File: src/include/rx_gain_bitsync_pkg.sv
// Register map, field layout, reset values and lookup constants for the receiver tuning bank
package rx_gain_bitsync_pkg;
  localparam logic [5:0] BIT_SYNC_CONFIG_ADDR      = 6'h1A;
  localparam logic [5:0] RX_GAIN_LIMIT_TARGET_ADDR = 6'h1B;
  localparam logic [7:0] BIT_SYNC_CONFIG_RST       = 8'h6C;
  localparam logic [7:0] RX_GAIN_LIMIT_TARGET_RST  = 8'h03;

  // bit_sync_config fields
  localparam int PRE_KI_LSB   = 6;
  localparam int PRE_KP_LSB   = 4;
  localparam int POST_KI_BIT  = 3;
  localparam int POST_KP_BIT  = 2;
  localparam int RATE_SAT_LSB = 0;
  // rx_gain_limit_target fields
  localparam int DVGA_LSB     = 6;
  localparam int LNA_LSB      = 3;
  localparam int TARGET_LSB   = 0;

  // Serial header byte layout
  localparam int HDR_RW_BIT    = 7;
  localparam int HDR_BURST_BIT = 6;
  localparam logic [2:0] LAST_BIT = 3'h7;

  // Half-unit integral gain for the halved post-sync choice
  localparam logic [3:0] KI_HALF_POST = 4'h1;
  localparam logic [2:0] KP_POST      = 3'h1;

  // Rate offset ceiling in units of 1/32 (3.125 %)
  localparam logic [2:0] RATE_OFF_0 = 3'h0;
  localparam logic [2:0] RATE_OFF_1 = 3'h1;
  localparam logic [2:0] RATE_OFF_2 = 3'h2;
  localparam logic [2:0] RATE_OFF_3 = 3'h4;
endpackage

File: src/rtl/rx_gain_bitsync_config.sv
// Receiver gain limit and bit-sync configuration bank behind the serial register port
// Overview of operation
// - After sync, bit 3 picks the pre-sync integral gain (0) or half the base gain (1).
// - After sync, bit 2 picks the pre-sync proportional gain (0) or the base gain (1); reset 1.
// - Bits 1:0 cap the compensated rate offset at none, 3.125, 6.25 or 12.5 percent; reset 0.
// - Bits 7:6 of the gain limit register exclude that many top digital gain settings; reset 0.
// - Bits 5:3 cap front-end gain at maximum or 2.6 to 17.1 dB below it.
// - Bits 2:0 pick the amplitude target of 24 to 42 dB; reset 3.
// - Before sync the integral gain is one to four times the base set by bits 7:6.
// - Before sync the proportional gain is one to four times the base set by bits 5:4.
`timescale 1ns/1ns
module rx_gain_bitsync_config
(
  input  wire logic       clk,
  input  wire logic       rst,
  input  wire logic       ce,
  input  wire logic       sync_detected,
  input  wire logic       spi_cs_n,
  input  wire logic       spi_sclk,
  input  wire logic       spi_mosi,
  output logic            spi_miso,
  output logic            spi_miso_oe_n,
  output logic [3:0]      integral_gain_halves,
  output logic [2:0]      proportional_gain,
  output logic [2:0]      rate_offset_saturation,
  output logic [1:0]      digital_gain_ceiling,
  output logic [7:0]      front_end_gain_ceiling,
  output logic [5:0]      amplitude_target
);
  // Cap in tenths of a dB below maximum
  function automatic logic [7:0] lna_cap_tenths(input logic [2:0] c);
    case (c)
      3'h0:    lna_cap_tenths = 8'h00;
      3'h1:    lna_cap_tenths = 8'h1A;
      3'h2:    lna_cap_tenths = 8'h3D;
      3'h3:    lna_cap_tenths = 8'h4A;
      3'h4:    lna_cap_tenths = 8'h5C;
      3'h5:    lna_cap_tenths = 8'h73;
      3'h6:    lna_cap_tenths = 8'h92;
      default: lna_cap_tenths = 8'hAB;
    endcase
  endfunction

  function automatic logic [5:0] target_db(input logic [2:0] c);
    case (c)
      3'h0:    target_db = 6'h18;
      3'h1:    target_db = 6'h1B;
      3'h2:    target_db = 6'h1E;
      3'h3:    target_db = 6'h21;
      3'h4:    target_db = 6'h24;
      3'h5:    target_db = 6'h26;
      3'h6:    target_db = 6'h28;
      default: target_db = 6'h2A;
    endcase
  endfunction

  function automatic logic [2:0] rate_off(input logic [1:0] c);
    case (c)
      2'h0:    rate_off = rx_gain_bitsync_pkg::RATE_OFF_0;
      2'h1:    rate_off = rx_gain_bitsync_pkg::RATE_OFF_1;
      2'h2:    rate_off = rx_gain_bitsync_pkg::RATE_OFF_2;
      default: rate_off = rx_gain_bitsync_pkg::RATE_OFF_3;
    endcase
  endfunction

  // Pin synchronisers: cs_n, sclk, mosi in bits 2..0
  logic [2:0] s1_r;
  logic [2:0] s2_r;
  logic [2:0] s3_r;
  logic [2:0] pin_r;
  logic       sclk_prev_r;

  logic [7:0] bit_sync_config_r;
  logic [7:0] rx_gain_limit_target_r;
  logic [2:0] bit_cnt_r;
  logic       hdr_done_r;
  logic       rw_r;
  logic       burst_r;
  logic [5:0] addr_r;
  logic [6:0] shift_in_r;
  logic [7:0] shift_out_r;
  logic       live_r;

  // A pin level is accepted only once two later stages agree, which rejects single glitches
  wire [2:0] pin_nxt = (s2_r ~^ s3_r) & s3_r | (s2_r ^ s3_r) & pin_r;
  wire       cs_act  = ~pin_r[2];
  wire       sclk_f  = pin_r[1];
  wire       mosi_f  = pin_r[0];
  wire       rise    = cs_act & sclk_f & ~sclk_prev_r;
  wire       fall    = cs_act & ~sclk_f & sclk_prev_r;
  wire [7:0] byte_in = {shift_in_r, mosi_f};
  wire       byte_end = rise & (bit_cnt_r == rx_gain_bitsync_pkg::LAST_BIT);
  wire       data_end = byte_end & hdr_done_r;
  wire [5:0] hdr_addr = byte_in[5:0];
  wire [5:0] next_addr = burst_r ? addr_r + 6'h01 : addr_r;
  wire [5:0] rd_addr  = hdr_done_r ? next_addr : hdr_addr;
  wire       wr_en    = data_end & ~rw_r;
  wire       wr_bsc   = wr_en & (addr_r == rx_gain_bitsync_pkg::BIT_SYNC_CONFIG_ADDR);
  wire       wr_agc   = wr_en & (addr_r == rx_gain_bitsync_pkg::RX_GAIN_LIMIT_TARGET_ADDR);

  // Read data comes from the stored values; a burst is all reads or all writes, so it never reads back its own writes
  wire [7:0] rd_data =
    (rd_addr == rx_gain_bitsync_pkg::BIT_SYNC_CONFIG_ADDR)      ? bit_sync_config_r :
    (rd_addr == rx_gain_bitsync_pkg::RX_GAIN_LIMIT_TARGET_ADDR) ? rx_gain_limit_target_r :
    8'h00;
  wire       rd_load = byte_end & (hdr_done_r ? rw_r : byte_in[rx_gain_bitsync_pkg::HDR_RW_BIT]);

  wire [1:0] pre_ki  = bit_sync_config_r[rx_gain_bitsync_pkg::PRE_KI_LSB +: 2];
  wire [1:0] pre_kp  = bit_sync_config_r[rx_gain_bitsync_pkg::PRE_KP_LSB +: 2];
  wire       post_ki = bit_sync_config_r[rx_gain_bitsync_pkg::POST_KI_BIT];
  wire       post_kp = bit_sync_config_r[rx_gain_bitsync_pkg::POST_KP_BIT];
  wire [1:0] rsat    = bit_sync_config_r[rx_gain_bitsync_pkg::RATE_SAT_LSB +: 2];
  wire [2:0] pre_ki_mult   = {1'b0, pre_ki} + 3'h1;
  wire [3:0] pre_ki_halves = {pre_ki_mult, 1'b0};
  wire [2:0] pre_kp_mult   = {1'b0, pre_kp} + 3'h1;
  wire [1:0] dvga_code     = rx_gain_limit_target_r[rx_gain_bitsync_pkg::DVGA_LSB +: 2];
  wire [2:0] lna_code      = rx_gain_limit_target_r[rx_gain_bitsync_pkg::LNA_LSB +: 3];
  wire [2:0] tgt_code      = rx_gain_limit_target_r[rx_gain_bitsync_pkg::TARGET_LSB +: 3];
  wire [3:0] ki_nxt = (sync_detected & post_ki) ? rx_gain_bitsync_pkg::KI_HALF_POST
                                                : pre_ki_halves;
  wire [2:0] kp_nxt = (sync_detected & post_kp) ? rx_gain_bitsync_pkg::KP_POST
                                                : pre_kp_mult;

  always_ff @(posedge clk or posedge rst)
  begin
    if (rst)
    begin
      // Idle pin levels (deselected, clock low) so no false clock edge follows reset
      s1_r        <= 3'h4;
      s2_r        <= 3'h4;
      s3_r        <= 3'h4;
      pin_r       <= 3'h4;
      sclk_prev_r <= 1'b0;
    end
    else if (ce)
    begin
      s1_r        <= {spi_cs_n, spi_sclk, spi_mosi};
      s2_r        <= s1_r;
      s3_r        <= s2_r;
      pin_r       <= pin_nxt;
      sclk_prev_r <= sclk_f;
    end
  end

  always_ff @(posedge clk or posedge rst)
  begin
    if (rst)
    begin
      bit_cnt_r  <= 3'h0;
      hdr_done_r <= 1'b0;
      rw_r       <= 1'b0;
      burst_r    <= 1'b0;
      addr_r     <= 6'h00;
      shift_in_r <= 7'h00;
    end
    else if (ce)
    begin
      if (!cs_act)
      begin
        bit_cnt_r  <= 3'h0;
        hdr_done_r <= 1'b0;
      end
      else if (rise)
      begin
        bit_cnt_r  <= bit_cnt_r + 3'h1;
        shift_in_r <= byte_in[6:0];
        if (byte_end && !hdr_done_r)
        begin
          hdr_done_r <= 1'b1;
          rw_r       <= byte_in[rx_gain_bitsync_pkg::HDR_RW_BIT];
          burst_r    <= byte_in[rx_gain_bitsync_pkg::HDR_BURST_BIT];
          addr_r     <= hdr_addr;
        end
        else if (data_end)
          addr_r <= next_addr;
      end
    end
  end

  always_ff @(posedge clk or posedge rst)
  begin
    if (rst)
    begin
      shift_out_r   <= 8'h00;
      spi_miso      <= 1'b0;
      spi_miso_oe_n <= 1'b1;
    end
    else if (ce)
    begin
      spi_miso_oe_n <= ~cs_act;
      if (!cs_act)
        shift_out_r <= 8'h00;
      else if (byte_end)
        shift_out_r <= rd_load ? rd_data : 8'h00;
      else if (fall)
      begin
        spi_miso    <= shift_out_r[7];
        shift_out_r <= {shift_out_r[6:0], 1'b0};
      end
    end
  end

  always_ff @(posedge clk or posedge rst)
  begin
    if (rst)
    begin
      bit_sync_config_r      <= rx_gain_bitsync_pkg::BIT_SYNC_CONFIG_RST;
      rx_gain_limit_target_r <= rx_gain_bitsync_pkg::RX_GAIN_LIMIT_TARGET_RST;
    end
    else if (ce)
    begin
      if (wr_bsc)
        bit_sync_config_r <= byte_in;
      if (wr_agc)
        rx_gain_limit_target_r <= byte_in;
    end
  end

  always_ff @(posedge clk or posedge rst)
  begin
    if (rst)
    begin
      integral_gain_halves   <= 4'h0;
      proportional_gain      <= 3'h0;
      rate_offset_saturation <= 3'h0;
      digital_gain_ceiling   <= 2'h0;
      front_end_gain_ceiling <= 8'h00;
      amplitude_target       <= 6'h00;
    end
    else if (ce)
    begin
      integral_gain_halves   <= ki_nxt;
      proportional_gain      <= kp_nxt;
      rate_offset_saturation <= rate_off(rsat);
      digital_gain_ceiling   <= dvga_code;
      front_end_gain_ceiling <= lna_cap_tenths(lna_code);
      amplitude_target       <= target_db(tgt_code);
    end
  end

  // Output checks wait one enabled cycle after reset, while the output flops still hold zeros
  always_ff @(posedge clk or posedge rst)
  begin
    if (rst)
      live_r <= 1'b0;
    else if (ce)
      live_r <= 1'b1;
  end
endmodule

File: config.mk
export PLATFORM = sky130hd
export DESIGN_NAME = rx_gain_bitsync_config
export DESIGN_NICKNAME = d
export VERILOG_FILES = /design/src/include/rx_gain_bitsync_pkg.sv /design/src/rtl/rx_gain_bitsync_config.sv
export SDC_FILE = /design/constraint.sdc
export NUM_CORES = 1
export LEC_CHECK = 0
export BUFFER_PORTS_ARGS = -buffer_cell sky130_fd_sc_hd__buf_4
export CAP_MARGIN = 10
export CORE_MARGIN = 8
export CORE_UTILIZATION = 59
export DETAILED_ROUTE_END_ITERATION = 6
export GPL_ROUTABILITY_DRIVEN = 1
export PLACE_DENSITY_LB_ADDON = 0.15
export SYNTH_ARGS = -nofsm -noshare
export SYNTH_HDL_FRONTEND = slang
export SYNTH_SLANG_ARGS = --single-unit
File: constraint.sdc
create_clock -name clk -period 3 [get_ports clk]
set_input_delay 0.45 -clock clk [delete_from_list [all_inputs] [get_ports clk]]
set_output_delay 0.45 -clock clk [all_outputs]
set_load 0.02 [all_outputs]
Word-level counts from Yosys, hierarchy flattened --
Cells that the tools add are included.
Operators by class: mux-type cells 21, equal/unequal tests 19, reductions and logical operators 18, bitwise gates (word level) 22, $add $sub $neg 4
Operators with widths (number):
- $pmux 8 s7 | 1
- $mux 8 | 6
- $pmux 6 s7 | 1
- $eq 6x5->1 const B | 4
- $mux 6 | 4
- $eq 3x3->1 const B | 7
- $and 1x1->1 | 12
- $eq 3x2->1 const B | 4
- $reduce_and 4->1 | 3
- $mux 3 | 3
- $pmux 3 s3 | 1
- $reduce_and 2->1 | 4
- $add 2x1->3 const B | 2
- $add 6x1->6 const B | 1
- $and 3x3->3 | 2
- $eq 3x1->1 const B | 2
- $logic_not 3->1 | 2
- $reduce_and 3->1 | 2
- $reduce_bool 2->1 | 3
- $not 1->1 | 5
- $mux 1 | 4
- $mux 4 | 1
- $add 3x1->3 const B | 1
- $or 3x3->3 | 1
- other kinds (8) | 8
Word-level totals: output and inout bits 28, bits in registers 84, logic and storage cells 106, bits of input ports 7

Longest topological paths before layout --
depth after elaboration 9, depth in mapped cells 8

Least setup slack after synthesis --
No wires, ideal clock.
path kind input-to-reg, from input ce, to register bit_sync_config_r[0], path buffers 1, stages on the path 5, library setup time 0.125 ns, arrival 1.863 ns, slack 1.013 ns, path through clkbuf_1 or4b_4 nor4b_4 nand2_4 mux2_2
On the way: longest elaborated chain between the ends 1
Ends and longest elaborated chain:
- start: declaration | line rx_gain_bitsync_config.sv:16 | input wire logic ce,
- $reduce_and 2->1 (no line)
- end signal: assignment | line rx_gain_bitsync_config.sv:207 | bit_sync_config_r <= rx_gain_bitsync_pkg::BIT_SYNC_CONFIG_RST;
- end signal: assignment | line rx_gain_bitsync_config.sv:213 | bit_sync_config_r <= byte_in;
- end: declaration | line rx_gain_bitsync_config.sv:73 | logic [7:0] bit_sync_config_r;
Every way passes these cells. A chain may end at the register's enable or synchronous reset.

Worst setup path in the final report --
from register bit_cnt_r[1], to register shift_out_r[3]
On the way: longest elaborated chain between the ends 6
Ends and longest elaborated chain:
- start: declaration | line rx_gain_bitsync_config.sv:75 | logic [2:0] bit_cnt_r;
- start signal: assignment | line rx_gain_bitsync_config.sv:165 | bit_cnt_r <= bit_cnt_r + 3'h1;
- $eq 3x3->1 (*) | line rx_gain_bitsync_config.sv:92 | wire byte_end = rise & (bit_cnt_r == rx_gain_bitsync_pkg::LAST_BIT);
- $and 1x1->1 (*) | line rx_gain_bitsync_config.sv:92
- $and 1x1->1 | line rx_gain_bitsync_config.sv:106 | wire rd_load = byte_end & (hdr_done_r ? rw_r : byte_in[rx_gain_bitsync_pkg::HDR_RW_BIT]);
- $mux 8 | line rx_gain_bitsync_config.sv:194 | shift_out_r <= rd_load ? rd_data : 8'h00;
- $mux 8 | line rx_gain_bitsync_config.sv:193 | else if (byte_end)
- $mux 8 | line rx_gain_bitsync_config.sv:191 | if (!cs_act)
- end signal: assignment | line rx_gain_bitsync_config.sv:194
- end signal: assignment | line rx_gain_bitsync_config.sv:198 | shift_out_r <= {shift_out_r[6:0], 1'b0};
- end: declaration | line rx_gain_bitsync_config.sv:81 | logic [7:0] shift_out_r;
Mark *: on every way between the ends. The rest lies on a longest branch, timed or not.

==> impl_metrics.tcl <==
set metrics [dict create \
    hold_viol_final 0 \
    critPathMostFrequentCell "ha_1" \
    die-area_um2 9384 \
    crit_cells 7 \
    fill_cells 465 \
    max_stage_delay_ns 0.53 \
    dp_hpwl_um 5261 \
    io_buffers 34 \
    syn_avg_cell_area_um2 11.48 \
    num_antenna_cells 0 \
    ys_warn_count 0 \
    synth_top_family_by_area "multiplexers" \
    tightestPinTransition_ns 0.8206 \
    hold_slack_ns 0.2113 \
    arrival_ns 2.49 \
    critical_path.slowest_cell "or4_1" \
    crit-reg2reg-launch "bit_cnt_r[1]$_DFFE_PP0P_" \
    cp.buffers_inverters 1 \
    grt_pass1_wl_um 13280 \
    drc 0 \
    max-slew-margin-rel_pct 45.29 \
    crit_chain "ha_1, ha_1, inv_1, or4_1, nor4_1, o211ai_1, o21ai_0" \
    worstSetupEndpointType "flip-flop" \
    antenna_found_initial 0 \
    setup_viol 0 \
    initial_core_util_pct 60.77 \
    pin_count 35 \
    regArea_um2 2091 \
    place_congestion 0.8318 \
    gr-usage-all-layers_pct 17.36 \
    crit_path_start "bit_cnt_r[1]$_DFFE_PP0P_" \
    finClkSkew_ns 0.01195 \
    cts_tree "done" \
    multi_input_area_um2 1617 \
    critPathTopFamily "simple AND/OR/NAND/NOR gates" \
    rows 29 \
    synth_top_area_share_pct 46.69 \
    htreeDepth 3 \
    drt_iter0_markers 113 \
    fin_crit_ns 2.225 \
    reg2reg_to "shift_out_r[3]$_DFFE_PP0P_" \
    syn_nets 352 \
    drt-total-wl_um 7639 \
    final_core_util_pct 69.28 \
    worstPathMaxFanout 7 \
    synth-compound-area-share_pct 11.48 \
    fp.dieW_um 96.87 \
    clkTransAtPathRegs_ns 0.09 \
    synth_flop_cell "dfrtp_1" \
    synthMuxAreaShare_pct 15.43 \
    synthCells 336 \
    ys_types 44 \
    crit_required_ns 3.27 \
    cts.sinks 83 \
    synth-seq-cells 83 \
    post_drt_via_cell_ratio 5.746 \
    finalNonFillerCells 452 \
    cts_buffer_depth 2 \
    tns_ns 0 \
    power_mw 2.668 \
    cts_resized 0 \
    endpoint "shift_out_r[3]$_DFFE_PP0P_" \
    drt.antenna.violating_nets 0 \
    power_density_nw_per_um2 606.4 \
    drive_gt1_share_pct 32.00 \
    outcome "finished clean" \
    seq_area_frac_synth_pct 54.18 \
    fp.dieH_um 96.87 \
    post_cts_buffers 0 \
    yosys.area_share.adder_pct 2.918 \
    fmax_ghz 0.4493 \
    crit_type "flip-flop to flip-flop" \
    critPathLaunchType "flip-flop" \
    synth-xor-area-share_pct 1.589 \
    async_flop_share_pct 100.0 \
    dp_cells 436 \
    first_global_vias 2605 \
    vias 2597 \
    overflow 0 \
    drv_slew 0 \
    p_leak_nw 2.049 \
    cts-buffers-inserted 9 \
    clockRootBuffer "clkbuf_8" \
    dr.pass1.iters 4 \
    nNetsFinal 386 \
    worst-r2r-cell-count 7 \
    fin_crit_sh_pct 74.18 \
    synth_edf_count 0 \
    yosysTopAreaCell "dfrtp_1" \
    ys_top_cells_by_area "dfrtp_1, mux2_2, dfstp_2" \
    rsz0062_at_grt "no" \
    wire_per_inst_um 16.90 \
    area_growth_pct 14.01 \
    holdCritPathClass "primary input to asynchronous set/reset pin" \
    cap_viol_max_count 0 \
    r2r_slack_ns 0.77 \
    grt_max_degree 48 \
    cts_hold_buf 0 \
    yosys.area_share.simple_pct 10.47 \
    ir_drop_mv 0.4542 \
    clk_latency_ns 0.36 \
    core_area_um2 6350 \
    syn-cell-area_um2 3859 \
]
## how the worst min path moves through the flow
stage	endpoint	slack, ns	depth (start not counted)
after floorplan	shift_out_r[0]$_DFFE_PP0P_	0.46	1
after global placement	spi_miso_oe_n$_DFFE_PP1P_	0.46	2
after detailed placement	spi_miso_oe_n$_DFFE_PP1P_	0.46	2
after CTS	amplitude_target[3]$_DFFE_PP0P_	0.25	2
after global routing	s1_r[0]$_DFFE_PP0P_	0.29	2
final	amplitude_target[3]$_DFFE_PP0P_	0.21	2
## layer usage
metal	GRT usage, %	vias up	share of wire (%)
met5	0	-	0
met4	8.757	0	2.5
met3	3.698	15	5.1
met2	26.46	67	46
met1	22.80	1258	47
li1	-	1257	-
## cells in the final DEF (no fill, tap or decap), types with 2 or more instances in the layout
cell type and n:
o22ai_1 6, xnor2_1 5, dfrtp_1 72, mux2_2 44
a31oi_1 4, a32o_1 2, mux2i_1 10, nand4_1 2
o21ai_0 27, a22o_1 3, dfstp_2 11, inv_1 20
nor3_1 4, clkinv_4 2, xor2_1 2, buf_4 39
clkinv_2 3, nand2_1 14, nor2b_1 5, clkbuf_8 10
nand2b_1 6, nor4_1 2, nor2_1 17, a22oi_1 9
ha_1 9, nand2_4 2, a21oi_1 17, nor3b_1 3
nand3_1 7
## worst register-to-register path, stage by stage, from the launching register on
cell and delay, ns:
dfrtp_1 0.38, ha_1 0.17, ha_1 0.20, inv_1 0.08
or4_1 0.53, nor4_1 0.28, o211ai_1 0.26, o21ai_0 0.23
## kinds of logic after synthesis
family | count (synthesis)
fa+ha+maj | 9
simple gates | 71
compound gates | 74
xor+xnor | 7
flops | 83
buf+inv | 38
mux | 54
## sequential cells by signal, indices dropped and copies added (netlist names), 4 cells and up
register                cells
integral_gain_halves        4
front_end_gain_ceiling      7
bit_sync_config_r           8
shift_out_r                 8
rx_gain_limit_target_r      8
shift_in_r                  7
amplitude_target            6
addr_r                      6
## final cells by class
| class | count | area share [%] |
|---|---|---|
| inverter | 21 | 1.820 |
| clock buffer | 10 | 3.129 |
| timing repair buffer | 40 | 7.110 |
| multi-input combinational | 215 | 36.75 |
| clock inverter | 6 | 1.479 |
| tap | 77 | 2.190 |
| sequential | 83 | 47.53 |
## metrics by stage
step	setup WS (ns)	cell area, um^2
final	0.7745	4399
after CTS	0.7790	4399
after global placement	0.8340	4197
after global routing	0.5303	4399
after detailed placement	0.7986	4197
after floorplan	0.4314	3859
## where the power goes
group / total [mW] / switching, mW / internal [mW]
combinational: 0.455 / 0.228 / 0.227
clock: 0.807 / 0.400 / 0.407
sequential: 1.41 / 0.164 / 1.24
total: 2.67 / 0.793 / 1.87
## Yosys cell counts, types with 4 or more instances
cell type	count
ha_1	9
nor2_1	17
nor3_1	4
o22ai_1	6
mux2_2	44
mux2i_1	10
nand2_1	14
o21ai_0	27
clkbuf_1	10
dfstp_2	11
nand2b_1	6
a22oi_1	9
inv_1	21
buf_1	4
a21oi_1	17
xnor2_1	5
a31oi_1	4
nor2b_1	5
dfrtp_1	72
nand3_1	7
Note: power is estimated with default switching activity, not from simulation.
